### config.mk
export PLATFORM = sky130hd
export DESIGN_NAME = dic_core
export DESIGN_NICKNAME = d
export VERILOG_FILES = /design/src/dic_pkg.sv /design/src/dic_dll_timer.sv /design/src/dic_core.sv
export VERILOG_INCLUDE_DIRS = /design/src
export SDC_FILE = /design/constraint.sdc
export NUM_CORES = 1
export LEC_CHECK = 0
export BUFFER_PORTS_ARGS = -buffer_cell sky130_fd_sc_hd__buf_2
export CAP_MARGIN = 20
export CORE_MARGIN = 2
export CORE_UTILIZATION = 40
export DETAILED_ROUTE_END_ITERATION = 16
export GPL_TIMING_DRIVEN = 0
export SYNTH_ARGS = -nofsm -noshare
export SYNTH_HDL_FRONTEND = slang
export SYNTH_SLANG_ARGS = --single-unit
### constraint.sdc
create_clock -name clk_sys -period 9.83 [get_ports clk_sys]
set_input_delay 2.949 -clock clk_sys [delete_from_list [all_inputs] [get_ports clk_sys]]
set_output_delay 2.949 -clock clk_sys [all_outputs]
set_load 0.01 [all_outputs]
### src/dic_regs.svh
// register offsets, field positions, reset values and timing counts of the config block
`ifndef DIC_REGS_SVH
`define DIC_REGS_SVH
`define DIC_SEL_BASE 2'h0
`define DIC_SEL_EXT1 2'h1
`define DIC_SEL_EXT2 2'h2
`define DIC_SEL_EXT3 2'h3
`define DIC_CFG_RST 13'h0000
`define DIC_BL_LSB 0
`define DIC_BL_MSB 2
`define DIC_BT_BIT 3
`define DIC_CL_LSB 4
`define DIC_CL_MSB 6
`define DIC_TM_BIT 7
`define DIC_DLLRST_BIT 8
`define DIC_WR_LSB 9
`define DIC_WR_MSB 11
`define DIC_DLLDIS_BIT 0
`define DIC_RDS_BIT 1
`define DIC_RTT0_BIT 2
`define DIC_ADDLAT_LSB 3
`define DIC_ADDLAT_MSB 5
`define DIC_RTT1_BIT 6
`define DIC_CAL_LSB 7
`define DIC_CAL_MSB 9
`define DIC_NDQS_BIT 10
`define DIC_SRT_BIT 7
`define DIC_BL4 3'h2
`define DIC_BL8 3'h3
`define DIC_DLL_LOCK_CLKS 8'hc8
`define DIC_CNT_ZERO 8'h00
`define DIC_CNT_ONE 8'h01
`endif

### src/dic_pkg.sv
// types shared by the config block
package dic_pkg;
   typedef struct packed {
      logic cs_n;
      logic ras_n;
      logic cas_n;
      logic we_n;
      logic [1:0] bank_sel;
      logic [12:0] addr;
   } dic_cmd_t;
   typedef struct packed {
      logic [2:0] burst_len;
      logic burst_interleave;
      logic [2:0] read_latency;
      logic test_mode;
      logic [2:0] write_recovery;
      logic dll_enabled;
      logic reduced_drive;
      logic [2:0] added_latency;
      logic [1:0] termination_value;
      logic [2:0] driver_calibration;
      logic strobe_compl_off;
      logic fast_self_refresh;
      logic burst_len_legal;
   } dic_cfg_t;
endpackage

### src/dic_dll_timer.sv
// dll lock counter: counts sampled clocks after a dll reset
`include "dic_regs.svh"
module dic_dll_timer (
   input wire logic clk_sys,
   input wire logic rst_n,
   input wire logic restart,
   input wire logic tick,
   output logic locked
);
   logic [7:0] cnt_reg;
   always_ff @(posedge clk_sys or negedge rst_n) begin
      if (!rst_n) begin
         cnt_reg <= `DIC_CNT_ZERO;
      end else if (restart) begin
         cnt_reg <= `DIC_DLL_LOCK_CLKS;
      end else if (tick && cnt_reg != `DIC_CNT_ZERO) begin
         cnt_reg <= cnt_reg - `DIC_CNT_ONE;
      end
   end
   assign locked = (cnt_reg == `DIC_CNT_ZERO);
endmodule

### src/dic_core.sv
// config register block of the dram: command decode and base/extended config storage
// Operation
// - config writes leave array contents intact
// - all strobes low decode a config write
// - config registers undefined until programmed
// - burst length 4 or 8, ordering bit
// - read latency, test mode, dll reset bits
// - write recovery cycles in bits 11..9
// - ext config 1 field layout
// - dll off in self refresh, reset on exit
// - chip select high masks all commands
// - inputs sampled on rising clock edge
`include "dic_regs.svh"
module dic_core
   import dic_pkg::*;
(
   input wire logic clk_sys,
   input wire logic nrst,
   input dic_pkg::dic_cmd_t cmd_pins,
   input wire logic clk_en_pin,
   input wire logic self_refresh_enter,
   input wire logic self_refresh_exit,
   output dic_pkg::dic_cfg_t cfg,
   output logic [3:0] programmed,
   output logic dll_reset_pulse,
   output logic dll_locked,
   output logic read_ready
);
   import dic_pkg::*;

   // ************************************************
   // reset release and pin synchronisers
   // ************************************************
   logic rst_s1_reg, rst_n;
   always_ff @(posedge clk_sys or negedge nrst) begin
      if (!nrst) begin
         rst_s1_reg <= 1'b0;
         rst_n <= 1'b0;
      end else begin
         rst_s1_reg <= 1'b1;
         rst_n <= rst_s1_reg;
      end
   end

   // pins come from the controller's clock; two stages before any decode
   dic_cmd_t cmd_s1_reg, cmd_reg;
   logic cke_s1_reg, cke_reg, sre_s1_reg, sre_reg, srx_s1_reg, srx_reg;
   always_ff @(posedge clk_sys or negedge rst_n) begin
      if (!rst_n) begin
         cmd_s1_reg <= '1;
         cmd_reg <= '1;
         cke_s1_reg <= 1'b0;
         cke_reg <= 1'b0;
         sre_s1_reg <= 1'b0;
         sre_reg <= 1'b0;
         srx_s1_reg <= 1'b0;
         srx_reg <= 1'b0;
      end else begin
         cmd_s1_reg <= cmd_pins;
         cmd_reg <= cmd_s1_reg;
         cke_s1_reg <= clk_en_pin;
         cke_reg <= cke_s1_reg;
         sre_s1_reg <= self_refresh_enter;
         sre_reg <= sre_s1_reg;
         srx_s1_reg <= self_refresh_exit;
         srx_reg <= srx_s1_reg;
      end
   end

   // ************************************************
   // command decode
   // ************************************************
   logic cfg_write;
   // chip select is part of the code, so a high select masks everything
   assign cfg_write = cke_reg && !cmd_reg.cs_n && !cmd_reg.ras_n && !cmd_reg.cas_n
                      && !cmd_reg.we_n;

   // ************************************************
   // config register storage
   // ************************************************
   // contents are undefined after power-up; zero here, flagged by programmed
   logic [12:0] cfg_reg [4];
   logic [3:0] prog_reg;
   genvar gi;
   generate
      for (gi = 0; gi < 4; gi++) begin : g_cfg
         always_ff @(posedge clk_sys or negedge rst_n) begin
            if (!rst_n) begin
               cfg_reg[gi] <= `DIC_CFG_RST;
               prog_reg[gi] <= 1'b0;
            end else if (cfg_write && cmd_reg.bank_sel == 2'(gi)) begin
               // the whole word is replaced, no field merging
               cfg_reg[gi] <= cmd_reg.addr;
               prog_reg[gi] <= 1'b1;
            end
         end
      end
   endgenerate
   // array storage is not touched by anything here

   // ************************************************
   // dll state
   // ************************************************
   logic dll_rst_cmd, in_sr_reg, dll_rst_reg;
   assign dll_rst_cmd = cfg_write && cmd_reg.bank_sel == `DIC_SEL_BASE
                        && cmd_reg.addr[`DIC_DLLRST_BIT];
   always_ff @(posedge clk_sys or negedge rst_n) begin
      if (!rst_n) begin
         in_sr_reg <= 1'b0;
      end else if (sre_reg) begin
         in_sr_reg <= 1'b1;
      end else if (srx_reg) begin
         in_sr_reg <= 1'b0;
      end
   end
   logic dll_restart;
   // self refresh exit resets the dll just as a reset command does
   assign dll_restart = dll_rst_cmd || (srx_reg && in_sr_reg);
   always_ff @(posedge clk_sys or negedge rst_n) begin
      if (!rst_n) begin
         dll_rst_reg <= 1'b0;
      end else begin
         dll_rst_reg <= dll_restart;
      end
   end
   logic lock_w;
   dic_dll_timer dic_dll_timer_inst (
      .clk_sys(clk_sys),
      .rst_n(rst_n),
      .restart(dll_restart),
      .tick(cke_reg),
      .locked(lock_w)
   );

   // ************************************************
   // decoded outputs
   // ************************************************
   dic_cfg_t cfg_next;
   always_comb begin
      cfg_next.burst_len = cfg_reg[`DIC_SEL_BASE][`DIC_BL_MSB:`DIC_BL_LSB];
      cfg_next.burst_interleave = cfg_reg[`DIC_SEL_BASE][`DIC_BT_BIT];
      cfg_next.read_latency = cfg_reg[`DIC_SEL_BASE][`DIC_CL_MSB:`DIC_CL_LSB];
      cfg_next.test_mode = cfg_reg[`DIC_SEL_BASE][`DIC_TM_BIT];
      cfg_next.write_recovery = cfg_reg[`DIC_SEL_BASE][`DIC_WR_MSB:`DIC_WR_LSB];
      cfg_next.dll_enabled = !cfg_reg[`DIC_SEL_EXT1][`DIC_DLLDIS_BIT] && !in_sr_reg;
      cfg_next.reduced_drive = cfg_reg[`DIC_SEL_EXT1][`DIC_RDS_BIT];
      cfg_next.added_latency = cfg_reg[`DIC_SEL_EXT1][`DIC_ADDLAT_MSB:`DIC_ADDLAT_LSB];
      cfg_next.termination_value = {cfg_reg[`DIC_SEL_EXT1][`DIC_RTT1_BIT],
                                    cfg_reg[`DIC_SEL_EXT1][`DIC_RTT0_BIT]};
      cfg_next.driver_calibration = cfg_reg[`DIC_SEL_EXT1][`DIC_CAL_MSB:`DIC_CAL_LSB];
      cfg_next.strobe_compl_off = cfg_reg[`DIC_SEL_EXT1][`DIC_NDQS_BIT];
      cfg_next.fast_self_refresh = cfg_reg[`DIC_SEL_EXT2][`DIC_SRT_BIT];
      cfg_next.burst_len_legal = cfg_next.burst_len == `DIC_BL4
                                 || cfg_next.burst_len == `DIC_BL8;
   end
   // ext config 3 contents drive nothing; only its programmed flag feeds programmed and read_ready

   logic rdy_next;
   assign rdy_next = lock_w && cfg_next.dll_enabled && (&prog_reg);
   always_ff @(posedge clk_sys or negedge rst_n) begin
      if (!rst_n) begin
         cfg <= '0;
         programmed <= 4'h0;
         dll_reset_pulse <= 1'b0;
         dll_locked <= 1'b0;
         read_ready <= 1'b0;
      end else begin
         cfg <= cfg_next;
         programmed <= prog_reg;
         dll_reset_pulse <= dll_rst_reg;
         dll_locked <= lock_w;
         read_ready <= rdy_next;
      end
   end

   // ************************************************
   // checks
   // ************************************************
   property p_cs_masks;
      @(posedge clk_sys) disable iff (!rst_n)
      cmd_reg.cs_n |=> $stable(prog_reg) && $stable(cfg_reg[0]) && $stable(cfg_reg[1]);
   endproperty
   a_cs_masks: assert property (p_cs_masks) else $error("write taken with select high");
   property p_latch;
      @(posedge clk_sys) disable iff (!rst_n)
      cfg_write |=> cfg_reg[$past(cmd_reg.bank_sel)] == $past(cmd_reg.addr);
   endproperty
   a_latch: assert property (p_latch) else $error("address not latched");
   property p_other_kept;
      @(posedge clk_sys) disable iff (!rst_n)
      (cfg_write && cmd_reg.bank_sel != `DIC_SEL_EXT3) |=> $stable(cfg_reg[3]);
   endproperty
   a_other_kept: assert property (p_other_kept) else $error("unselected register changed");
   property p_no_write;
      @(posedge clk_sys) disable iff (!rst_n)
      !cfg_write |=> $stable(cfg_reg[0]);
   endproperty
   a_no_write: assert property (p_no_write) else $error("base changed without write");
   property p_dll_unlock;
      @(posedge clk_sys) disable iff (!rst_n)
      dll_restart |=> !lock_w ##1 !dll_locked;
   endproperty
   a_dll_unlock: assert property (p_dll_unlock) else $error("lock not dropped");
   property p_pulse;
      @(posedge clk_sys) disable iff (!rst_n)
      dll_rst_cmd |-> ##2 dll_reset_pulse;
   endproperty
   a_pulse: assert property (p_pulse) else $error("reset pulse missing");
   property p_sr_dll;
      @(posedge clk_sys) disable iff (!rst_n)
      in_sr_reg |=> !cfg.dll_enabled;
   endproperty
   a_sr_dll: assert property (p_sr_dll) else $error("dll on in self refresh");
   property p_ready;
      @(posedge clk_sys) disable iff (!rst_n)
      read_ready |-> dll_locked && (&programmed);
   endproperty
   a_ready: assert property (p_ready) else $error("ready before lock");
   property p_legal;
      @(posedge clk_sys) disable iff (!rst_n)
      cfg.burst_len_legal == (cfg.burst_len == `DIC_BL4 || cfg.burst_len == `DIC_BL8);
   endproperty
   a_legal: assert property (p_legal) else $error("burst flag wrong");
   c_write: cover property (@(posedge clk_sys) disable iff (!rst_n) cfg_write);
   c_all: cover property (@(posedge clk_sys) disable iff (!rst_n) &prog_reg);
   c_ready: cover property (@(posedge clk_sys) disable iff (!rst_n) $rose(read_ready));
endmodule

==> impl_metrics.toml <==
[outcome]
status = "finished clean"

[clock_network]
clockBufferDepth = 2
cts_resized = 0
cts_num_sinks = 112
cts_tree = "done"
root_buffer = "clkbuf_8"
cts_setup_buffers = 0
cts_hold_buffers = 0
clk_latency_ps = 360
path_clk_slew_ps = 100
cts_buffers = 9
h-tree-depth = 3

[worst_setup_path]
crit_type = "reg -> out"
crit_family = "flip-flops"
required_ps = 6880
crit_path_end_kind = "primary output"
cp.buffers_inverters = 1
worstPathMaxFanout = 1
path_cells = "buf_2"
arrival_ps = 890
cp_slowest_cell = "dfrtp_1"
cp-start-kind = "flip-flop"
critical_path.max_stage_delay_ps = 390

[power_and_ir_drop]
swShare_pct = 22.7
internal_power_mw = 0.698
ir_worst_vdd_v = 0.0000801
pwr_density_cell_nw_per_um2 = 214
pwr-share-comb_pct = 7.6
cellLeakagePower_nw = 2.01
power.switching_mw = 0.205
seq_power_share_pct = 59.5
p_clk_share_pct = 33.0

[floorplanning]
die_h_um = 98.3
boundaryPins = 55
die_x_um = 98.3
core_um2 = 8680
start_util_pct = 40.9
die-area_um2 = 9650
num_rows = 34

[detailed_routing]
viasPerCell = 4.50
drtAntennaViolNets = 0
wl_per_cell_um = 13.4
drc_errors = 0
drt_iter0_markers = 71
dr.pass1.iters = 3
drt-total-wl_um = 5010
vias = 1686

[run]
maxCapViolations = 0

[sta]
slew_viol_final = 0
finalCriticalPeriod_ps = 3830
finalHoldViolations = 0
min_period_over_period_pct = 39.0
finalSetupTns_ps = 0
max_freq_mhz = 261
relSlewSlack_pct = 57.9
worst_slew_pin_slew_ps = 632
finalClockSkew_ps = 10.2
setup_viol = 0
rsz0062_at_grt = "no"

[layout]
drive_gt1_share_pct = 55.8
largest_reg_flops = 25
mostFrequentLayoutCell = "dfrtp_1"
antennaDiodeCount = 0
seq_area_um2 = 2850
nFillCells = 787
nets = 288
multiInputGateArea_um2 = 628
syn_to_final_growth_pct = 18.6
final_cell_mix = "75 x dfrtp_1, 54 x buf_2, 36 x dfstp_2"
design_area_um2 = 4210

[global_routing]
grt_pass1_vias = 1735
grt-ovfl-total = 0
grt_max_degree = 64
gr-usage-all-layers_pct = 11.7
grt_pass1_wl_um = 8660
antenna_found_initial = 0

[logic_synthesis]
yosysUniqueCellTypes = 37
syn_avg_cell_area_um2 = 18.0
syn_nets = 223
yosys_warnings = 0
synth_area_um2 = 3550
netlist_instances = 197
yosysSeqAreaShare_pct = 80.1
synth_seq_cells = 112

[placement]
dp_hpwl_um = 3210
portBuffers = 53
place.gp.congestion = 0.788
dpl_cell_area_um2 = 3990

[min_path]
hold_class = "reg -> async"
-- layer usage --
layer	vias up	global-route usage, %	wire [um]
li1	799	-	-
met1	841	16.6	2380
met2	40	16.5	2320
met3	6	3.08	219
met4	0	6.64	85
met5	-	0	0
-- path summary, 6_finish.rpt --
path                                               from                       end  slack [ps]  cells after the start
min in group clk_sys               srx_s1_reg$_DFF_PN0_         srx_reg$_DFF_PN0_         360                      0
worst max-delay path            programmed[2]$_DFF_PN0_             programmed[2]        6000                      1
worst min-delay path                    rst_n$_DFF_PN0_  cfg_next[18]$_DFFE_PN0P_         360                      0
worst max register to register        cke_reg$_DFF_PN0_  cfg_next[18]$_DFFE_PN0P_        7710                      5
max in group asynchronous                          nrst           rst_n$_DFF_PN0_        7370                      1
worst min register to register          rst_n$_DFF_PN0_  cfg_next[18]$_DFFE_PN0P_         360                      0
-- power by group through the flow --
stage	clock network (mW)	registers, mW	logic, mW
floorplan	0	0.551	0.0306
global placement	0	0.549	0.0625
detailed placement	0	0.546	0.0699
CTS	0.307	0.538	0.0700
global route	0.328	0.544	0.0768
finish	0.298	0.537	0.0683
-- kinds of logic (layout without fill, tap and decap cells) --
logic type      Yosys count  count (layout)  share of synthesized area [%]
other cells               1               1                          0.106
compound gates           14              14                           2.71
mux                      23              23                           7.29
simple gates             35              35                           6.87
fa+ha+maj                 2               2                          0.704
buf+inv                  10              80                           2.18
flops                   112             112                           80.1
-- through the flow --
stage / hold slack, ps / setup slack (ps) / util, % / power (mW) / std cells
floorplan: 331 / 6510 / - / 0.582 / 197
detailed placement: 335 / 6380 / 45.9 / 0.616 / 359
CTS: 358 / 5970 / 48.5 / 0.916 / 375
finish: 356 / 6000 / 48.5 / 0.903 / 375
global placement: 332 / 5520 / 45.6 / 0.612 / 358
global route: 363 / 5950 / 48.5 / 0.950 / 375
-- synthesized netlist by cell type (all sizes together) --
| cell | count | area [um^2] |
|---|---|---|
| a31o | 1 | 8.76 |
| or3 | 5 | 35.0 |
| nor2 | 5 | 18.8 |
| ha | 2 | 25.0 |
| a21oi | 5 | 25.0 |
| nand3 | 3 | 15.0 |
| conb | 1 | 3.75 |
| nand3b | 2 | 15.0 |
| or2 | 2 | 12.5 |
| a311oi | 1 | 8.76 |
| or4b | 1 | 13.8 |
| o31a | 1 | 10.0 |
| nor4b | 1 | 23.8 |
| mux2 | 23 | 259 |
| nand2b | 1 | 6.26 |
| or4 | 2 | 16.3 |
| buf | 5 | 46.3 |
| clkinv | 1 | 16.3 |
| nor4 | 3 | 33.8 |
| nor2b | 1 | 6.26 |
| a21o | 2 | 16.3 |
| a22o | 1 | 8.76 |
| or2b | 1 | 8.76 |
| nand2 | 4 | 15.0 |
| nor3 | 1 | 5.00 |
| inv | 4 | 15.0 |
| nand4 | 3 | 18.8 |
| dfstp | 36 | 946 |
| o21ai | 2 | 10.0 |
| dfrtp | 76 | 1900 |
| a211o | 1 | 8.76 |
-- area by class of cell --
class | instances | area share [%]
Buffer | 5 | 1.10
Clock buffer | 10 | 3.27
Clock inverter | 6 | 2.14
Inverter | 5 | 0.743
Multi-Input combinational cell | 75 | 14.9
Sequential cell | 112 | 67.7
Tap cell | 108 | 3.21
Timing Repair Buffer | 54 | 6.95
Power figures use the tool's default switching activity.
